===== config.mk =====
export PLATFORM = sky130hd
export DESIGN_NAME = p3d_port3_data
export DESIGN_NICKNAME = d
export VERILOG_FILES = /design/src/common/p3d_pkg.sv /design/src/hw/p3d_pin_sync.sv /design/src/hw/p3d_port3_data.sv
export VERILOG_INCLUDE_DIRS = /design/src /design/src/common
export SDC_FILE = /design/constraint.sdc
export NUM_CORES = 1
export LEC_CHECK = 0
export BUFFER_PORTS_ARGS = -buffer_cell sky130_fd_sc_hd__clkbuf_2
export CAP_MARGIN = 20
export CORE_AREA = 2 2 85 54
export CTS_CLUSTER_SIZE = 14
export DETAILED_ROUTE_END_ITERATION = 6
export DIE_AREA = 0 0 87 56
export PLACE_DENSITY = 0.78
export SYNTH_ARGS = -nofsm -noshare
export SYNTH_HDL_FRONTEND = slang
export SYNTH_SLANG_ARGS = --single-unit

===== constraint.sdc =====
create_clock -name clk -period 0.98 [get_ports clk]
set_input_delay 0.147 -clock clk [delete_from_list [all_inputs] [get_ports clk]]
set_output_delay 0.147 -clock clk [all_outputs]
set_load 0.005 [all_outputs]

===== src/common/p3d_cfg.svh =====
// Address map, field masks and reset values of the port 3 data block.
// Assumes byte addresses on a 32-bit register port.
`ifndef P3D_CFG_SVH
`define P3D_CFG_SVH

`define P3D_ADDR_IE 32'h400200CC
`define P3D_ADDR_IN 32'h400200D0
`define P3D_ADDR_OUT 32'h400200D4
`define P3D_ADDR_SET 32'h400200D8
`define P3D_ADDR_CLEAR 32'h400200DC
`define P3D_ADDR_INV 32'h400200E0

// Pins 0, 1, 2 and 4 exist; bit 3 and bits 7..5 are reserved
`define P3D_PIN_MASK 8'h17
`define P3D_OUT_RESET 8'h00
`define P3D_IE_RESET 8'h17
`define P3D_IE_RSVD_ONES 8'hE8
`define P3D_BYTE_ZERO 8'h00
`define P3D_UPPER_ZERO 24'h000000
`define P3D_SYNC_RESET 1'b0

`endif


===== src/common/p3d_pkg.sv =====
// Types shared by the port 3 data block.
// Assumes nothing beyond a SystemVerilog compiler.
`default_nettype none

package p3d_pkg;

    typedef logic [7:0] p3d_byte_t;

    // Which register an access selects
    typedef enum logic [2:0] {
        P3D_SEL_NONE = 3'b000,
        P3D_SEL_IN = 3'b001,
        P3D_SEL_OUT = 3'b010,
        P3D_SEL_SET = 3'b011,
        P3D_SEL_CLEAR = 3'b100,
        P3D_SEL_INV = 3'b101,
        P3D_SEL_IE = 3'b110
    } p3d_sel_t;

endpackage

`default_nettype wire


===== src/hw/p3d_pin_sync.sv =====
// Two-flop synchroniser for the port pin levels.
// Assumes the pins are asynchronous to clk.
`include "p3d_cfg.svh"
`default_nettype none

module p3d_pin_sync #(
    parameter int WIDTH = 8
) (
    input wire logic clk,
    input wire logic rst_n,
    input wire logic [WIDTH-1:0] async_in,
    output logic [WIDTH-1:0] sync_out
);

    logic [WIDTH-1:0] meta_reg;

    // The first stage feeds only the second stage
    always_ff @(posedge clk or negedge rst_n) begin
        if (!rst_n) begin
            meta_reg <= {WIDTH{`P3D_SYNC_RESET}};
            sync_out <= {WIDTH{`P3D_SYNC_RESET}};
        end else begin
            meta_reg <= async_in;
            sync_out <= meta_reg;
        end
    end

endmodule // p3d_pin_sync

`default_nettype wire


===== src/hw/p3d_port3_data.sv =====
// Port 3 data registers: pin input, output latch, set, clear, invert.
// Assumes a single-cycle register port on clk and pins asynchronous to clk.
//
// What this block does
// - Read-only input register shows sampled pin levels
// - Input shown only while path enabled, reset one
// - Read/write output latch, reset zero, drives pins
// - Set register writes ones into latch bits
// - Clear register writes zeros into latch bits
// - Invert register flips selected latch bits
// - Zero bits in set/clear/invert change nothing
// - Only bits 0, 1, 2, 4 reach pins
`include "p3d_cfg.svh"
`default_nettype none

module p3d_port3_data (
    input wire logic clk,
    input wire logic rst_n,
    input wire logic [31:0] bus_addr,
    input wire logic [31:0] bus_wdata,
    input wire logic bus_wr,
    input wire logic bus_rd,
    output logic [31:0] bus_rdata,
    input wire logic [7:0] port3_pin_in,
    output logic [7:0] port3_pin_out
);

    localparam p3d_pkg::p3d_byte_t PIN_MASK = `P3D_PIN_MASK;

    ////////////////////////////////////////////////////////////////////////
    // Address decode

    function automatic p3d_pkg::p3d_sel_t p3d_decode(
        input logic [31:0] addr
    );
        p3d_pkg::p3d_sel_t sel;
        sel = p3d_pkg::P3D_SEL_NONE;
        case (addr)
            `P3D_ADDR_IN: sel = p3d_pkg::P3D_SEL_IN;
            `P3D_ADDR_OUT: sel = p3d_pkg::P3D_SEL_OUT;
            `P3D_ADDR_SET: sel = p3d_pkg::P3D_SEL_SET;
            `P3D_ADDR_CLEAR: sel = p3d_pkg::P3D_SEL_CLEAR;
            `P3D_ADDR_INV: sel = p3d_pkg::P3D_SEL_INV;
            `P3D_ADDR_IE: sel = p3d_pkg::P3D_SEL_IE;
            default: sel = p3d_pkg::P3D_SEL_NONE;
        endcase
        return sel;
    endfunction

    p3d_pkg::p3d_sel_t wr_sel;
    p3d_pkg::p3d_sel_t rd_sel;
    p3d_pkg::p3d_byte_t wr_byte;
    logic wr_out;
    logic wr_set;
    logic wr_clear;
    logic wr_inv;
    logic wr_ie;

    assign wr_sel = bus_wr ? p3d_decode(bus_addr) : p3d_pkg::P3D_SEL_NONE;
    assign rd_sel = bus_rd ? p3d_decode(bus_addr) : p3d_pkg::P3D_SEL_NONE;
    // Reserved bits of a write are dropped here so they never reach a pin
    assign wr_byte = bus_wdata[7:0] & PIN_MASK;
    assign wr_out = (wr_sel == p3d_pkg::P3D_SEL_OUT);
    assign wr_set = (wr_sel == p3d_pkg::P3D_SEL_SET);
    assign wr_clear = (wr_sel == p3d_pkg::P3D_SEL_CLEAR);
    assign wr_inv = (wr_sel == p3d_pkg::P3D_SEL_INV);
    assign wr_ie = (wr_sel == p3d_pkg::P3D_SEL_IE);

    ////////////////////////////////////////////////////////////////////////
    // Pin input path

    p3d_pkg::p3d_byte_t pin_sync;
    p3d_pkg::p3d_byte_t in_reg;
    p3d_pkg::p3d_byte_t in_next;
    p3d_pkg::p3d_byte_t ie_reg;
    p3d_pkg::p3d_byte_t ie_next;

    p3d_pin_sync #(
        .WIDTH(8)
    ) u_pin_sync (
        .clk(clk),
        .rst_n(rst_n),
        .async_in(port3_pin_in),
        .sync_out(pin_sync)
    );

    assign ie_next = wr_ie ? wr_byte : ie_reg;
    // A disabled path reads low rather than floating
    assign in_next = pin_sync & ie_reg & PIN_MASK;

    always_ff @(posedge clk or negedge rst_n) begin
        if (!rst_n) begin
            ie_reg <= `P3D_IE_RESET;
            in_reg <= `P3D_BYTE_ZERO;
        end else begin
            ie_reg <= ie_next;
            in_reg <= in_next;
        end
    end

    ////////////////////////////////////////////////////////////////////////
    // Output latch

    p3d_pkg::p3d_byte_t latch_reg;
    p3d_pkg::p3d_byte_t latch_next;

    // Only one register is addressed per cycle, so the branches never race
    for (genvar b = 0; b < 8; b++) begin : g_latch_bit
        assign latch_next[b] =
            !PIN_MASK[b] ? 1'b0 :
            wr_out ? wr_byte[b] :
            (wr_set && wr_byte[b]) ? 1'b1 :
            (wr_clear && wr_byte[b]) ? 1'b0 :
            (wr_inv && wr_byte[b]) ? !latch_reg[b] :
            latch_reg[b];
    end

    always_ff @(posedge clk or negedge rst_n) begin
        if (!rst_n) begin
            latch_reg <= `P3D_OUT_RESET;
        end else begin
            latch_reg <= latch_next;
        end
    end

    assign port3_pin_out = latch_reg;

    ////////////////////////////////////////////////////////////////////////
    // Read data

    p3d_pkg::p3d_byte_t rd_byte;
    logic [31:0] rdata_next;

    // Write-only strobes and unmapped addresses fall through to zero
    assign rd_byte =
        (rd_sel == p3d_pkg::P3D_SEL_IN) ? in_reg :
        (rd_sel == p3d_pkg::P3D_SEL_OUT) ? latch_reg :
        (rd_sel == p3d_pkg::P3D_SEL_IE) ? (ie_reg | `P3D_IE_RSVD_ONES) :
        `P3D_BYTE_ZERO;
    assign rdata_next = {`P3D_UPPER_ZERO, rd_byte};

    always_ff @(posedge clk or negedge rst_n) begin
        if (!rst_n) begin
            bus_rdata <= {`P3D_UPPER_ZERO, `P3D_BYTE_ZERO};
        end else begin
            bus_rdata <= rdata_next;
        end
    end

    function automatic logic p3d_hit(
        input logic [31:0] addr,
        input logic [31:0] target
    );
        return addr == target;
    endfunction
endmodule // p3d_port3_data

`default_nettype wire


== Yosys cells after proc, flatten, opt, wreduce, memory -nomap -nowiden ==
Cells that the tools add are included.

* Register bits after elaboration: 30
* Logic and storage cells: 66

* Eq/ne operators: 14
* Mux-type cells: 22
* Bitwise operators: 1
* Reductions and logical operators: 20

{| class="wikitable"
|+ Operator list
! operator !! count
|-
| $eq A32 B31 Y1 const B || 6
|-
| $mux W8 || 3
|-
| $pmux W3 S6 || 1
|-
| $mux W1 || 16
|-
| $reduce_bool A4 Y1 || 4
|-
| $eq A3 B3 Y1 const B || 4
|-
| $logic_and A1 B1 Y1 || 12
|-
| $eq A3 B2 Y1 const B || 3
|-
| $mux W3 || 2
|-
| $and A5 B5 Y5 || 1
|-
| $logic_not A1 Y1 || 4
|-
| $eq A3 B1 Y1 const B || 1
|}

== Longest topological paths before layout ==
* Depth after elaboration: 9
* Mapped depth: 5

== Modules after synthesis ==
Synthesis repeated with hierarchy kept, for this count alone.

* Cell total of the unflattened synthesis: 150
* Area, all modules: 1666.6 µm²

{| class="wikitable"
|+ Modules (own cells, without submodules)
! module !! instances !! cells each !! area an instance (µm²) !! sequential area each (µm²)
|-
| p3d_port3_data || 1 || 134 || 1266.2 || 430.4
|-
| p3d_pin_sync || 1 || 16 || 400.4 || 400.4
|}

== Worst setup path before layout ==
Ideal clock, no wire load.

* Path type: input port to flip-flop
* Start point: in bus_addr[26]
* End point: reg ie_reg[0]
* Arrival time: 1.420 ns
* Required time: 0.898 ns
* Setup slack: -0.522 ns
* Stages: 4
* Path through: nor4_1 -> nand4_2 -> nor4_4 -> mux2_2

* Word-level cells in the longest chain between the ends: 4
* Elaborated cells between the ends (all ways): 9
* Those cells by class: eq/ne (7); mux (2)

{| class="wikitable"
|+ Ends and longest elaborated chain
! element !! line !! text
|-
| start: declaration || p3d_port3_data.sv:19 || <nowiki>input wire logic [31:0] bus_addr,</nowiki>
|-
| $eq A32 B31 Y1 || p3d_port3_data.sv:38 || <nowiki>case (addr)</nowiki>
|-
| $pmux W3 S6 (*) || p3d_port3_data.sv:38 ||
|-
| $mux W3 (*) || p3d_port3_data.sv:59 || <nowiki>assign wr_sel = bus_wr ? p3d_decode(bus_addr) : p3d_pkg::P3D_SEL_NONE;</nowiki>
|-
| $eq A3 B3 Y1 (*) || p3d_port3_data.sv:67 || <nowiki>assign wr_ie = (wr_sel == p3d_pkg::P3D_SEL_IE);</nowiki>
|-
| end signal: assignment || p3d_port3_data.sv:93 || <nowiki>ie_reg <= `P3D_IE_RESET;</nowiki>
|-
| end signal: assignment || p3d_port3_data.sv:96 || <nowiki>ie_reg <= ie_next;</nowiki>
|-
| end: declaration || p3d_port3_data.sv:75 || <nowiki>p3d_pkg::p3d_byte_t ie_reg;</nowiki>
|}

Mark *: on every way between the ends. The rest lies on a longest branch, timed or not.
A chain may end at the register's enable or synchronous reset.

== Final worst setup path ==
* Start point: in bus_addr[14]
* End point: reg ie_reg[0]

The elaborated chain is that of the path after synthesis.

==> impl_metrics.env <==
export IMPL_status="finished, violations left"
export IMPL_violations="setup timing"
export IMPL_layout_min_cycle_time_ns=1.27
export IMPL_die_h_um=56
export IMPL_met3_length_um=219
export IMPL_skew_ns=0.00159
export IMPL_synth_most_common_cell="buf_4"
export IMPL_cpPeakStageDelay_ns=0.32
export IMPL_portBuffers=55
export IMPL_synthArstFlopShare=1.00
export IMPL_die_area_um2=4870
export IMPL_final_util=0.525
export IMPL_cts_sinks=25
export IMPL_yosys_top_cells_area="dfrtp_1 38%, buf_4 17%, dfstp_2 7.6%"
export IMPL_wl_met1_um=1510
export IMPL_synth_cells=124
export IMPL_max_cap_viol_count=0
export IMPL_drtPass1Iterations=4
export IMPL_gp_congestion=0.813
export IMPL_min_path_type="in -> reg"
export IMPL_initial_core_util=0.345
export IMPL_wl_per_cell_um=14.5
export IMPL_hpwl_um=2470
export IMPL_largest_register="bus_rdata"
export IMPL_leakagePower_nw=1.03
export IMPL_reg2reg_from="port3_pin_out[1]"
export IMPL_hold_end="port3_pin_out[0]"
export IMPL_synth_cell_types=28
export IMPL_syn_avg_cell_area_um2=11.2
export IMPL_grt_max_degree=26
export IMPL_crit_fanout=4
export IMPL_yosys_warnings=0
export IMPL_worst_r2r_endpoint="bus_rdata[1]"
export IMPL_clk_latency_ns=0.26
export IMPL_worstPathArrival_ns=1.46
export IMPL_n_fill_cell=368
export IMPL_syn_area_um2=1390
export IMPL_grt_antenna_before_repair=0
export IMPL_cp_start_kind="primary input"
export IMPL_worstHoldStart="bus_wdata[0]"
export IMPL_finalCritPeriodShare=1.29
export IMPL_synthTopCellsByCount="32 x buf_4, 21 x dfrtp_1, 8 x a22oi_1, 8 x mux2_2, 7 x nor2_1"
export IMPL_synth_main_ff_cell="dfrtp_1"
export IMPL_drc=0
export IMPL_worst_slack_ns=-0.285
export IMPL_worst_path_max_delay_cell="nor4bb_4"
export IMPL_die_width_um=87
export IMPL_cts_made_buffers=3
export IMPL_pre_cts_slack_ns=-0.606
export IMPL_synth_edf_count=0
export IMPL_drv_slew=0
export IMPL_largest_register_ffs=5
export IMPL_num_vias=1144
export IMPL_grt_overflow_total=0
export IMPL_area_growth_pct=52.2
export IMPL_h_tree_depth=1
export IMPL_p_total_mw=1.98
export IMPL_synth_largest_area_cell="dfrtp_1"
export IMPL_ys_seq_area_frac=0.453
export IMPL_timing_fmax_mhz=790
export IMPL_first_iter_violations=51
export IMPL_layout_nets=282
export IMPL_finalHoldViolCount=0
export IMPL_grt_pass1_wl_um=5420
export IMPL_rsz0062_at_grt="yes"
export IMPL_rows=18
export IMPL_io_pins=116
export IMPL_p_per_area_nw_per_um2=937
export IMPL_clockBufferDepth=2
export IMPL_holdPathStages=3
export IMPL_met2_length_um=1950
export IMPL_clockRootBuffer="clkbuf_8"
export IMPL_ys_seq_elements=25
export IMPL_grt_usage=0.143
export IMPL_setup_viol=17
export IMPL_vdd_drop_max_uv=767
export IMPL_num_antenna_cells=0
export IMPL_vias_per_cell=4.49
export IMPL_r2r_slack_ns=-0.06
export IMPL_routed_wirelength_um=3690
export IMPL_top_layer="met3"
export IMPL_drive_gt1_frac=0.580
export IMPL_detail_route_antenna_nets=0
export IMPL_core_area_um2=4030
export IMPL_critPathRequiredTime_ns=1.18
export IMPL_cts_tree="built"
export IMPL_end_kind="flop"
export IMPL_grt_pass1_vias=1153
export IMPL_crit_type="in -> reg"
export IMPL_reg2reg_depth=3
export IMPL_yosys_area_top_type_share=0.378
export IMPL_clk_pin_slew_ns=0.08
export IMPL_path_cells="buf_6, nor4bb_4, nand3_2, nor4_4, buf_4, mux2_4"
[final cells by class]
class                      count  area [µm²]  share of cell area
inverter                       1        3.75             0.00177
timing repair buffer          83         552               0.261
clock buffer                   4        45.0              0.0213
multi-input combinational     92         823               0.389
sequential                    25         631               0.298
tap                           50        62.6              0.0296
[what timing repair did]
item / CTS / global route
hold endpoints to repair: 25 / 0
endpoints found under the setup margin: 17 / 17
hold buffers: 5 / 0
gates resized for setup: 16 / 22
buffers inserted: 5 / 1
pin swaps: 6 / 3
[critical path, delay by kind of cell]
family,cells,cell delay (ns)
and+or+nand+nor,3,0.73
muxes,1,0.30
buffers and inverters,2,0.29
[power by group]
group / internal, mW / total (mW) / switching [mW]
registers: 1.05 / 1.05 / 0.00324
clock network: 0.290 / 0.597 / 0.307
logic: 0.160 / 0.335 / 0.174
total: 1.50 / 1.98 / 0.485
[cell usage in the layout, fill, tap and decap left out, types with 5 or more instances in the layout]
master / n
buf_6: 11
dfrtp_1: 21
buf_4: 17
nor4_4: 5
nand2b_1: 5
xnor2_1: 5
clkbuf_2: 50
a22oi_1: 6
dlygate4sd3_1: 5
conb_1: 28
[logic make-up (layout without fill, tap and decap cells)]
kind of cell | count (synthesis) | count (layout) | synth area share
other cells | 1 | 28 | 0.00270
xor+xnor | 5 | 5 | 0.0315
simple gates | 34 | 34 | 0.183
buf+inv | 34 | 88 | 0.179
compound gates | 17 | 17 | 0.0863
flops | 25 | 25 | 0.453
mux | 8 | 8 | 0.0648
[metrics by stage]
step                cells  cell area (µm²)  setup TNS (ns)  hold slack, ns
detailed placement    240             1810           -6.50           0.151
global route          255             2120           -3.46           0.173
floorplan             151             1600           -3.36          -0.149
global placement      240             1810           -6.03           0.143
finish                255             2120           -2.84           0.174
CTS                   254             2020           -2.70           0.155
[layer usage]
layer,GRT usage,vias to the layer above
li1,-,543
met1,0.188,565
met2,0.252,36
met3,0.0312,0
met4,0.0112,0
met5,0,-
[worst max-delay path by stage]
stage                      start               end  depth (start not counted)
floorplan           bus_addr[13]         ie_reg[0]                          4
global placement    bus_addr[13]         ie_reg[0]                          5
detailed placement  bus_addr[13]         ie_reg[4]                          5
CTS                 bus_addr[14]         ie_reg[0]                          6
global route        bus_addr[16]  port3_pin_out[2]                          7
finish              bus_addr[14]         ie_reg[0]                          6
No activity file was read; power rests on OpenSTA's default activity.
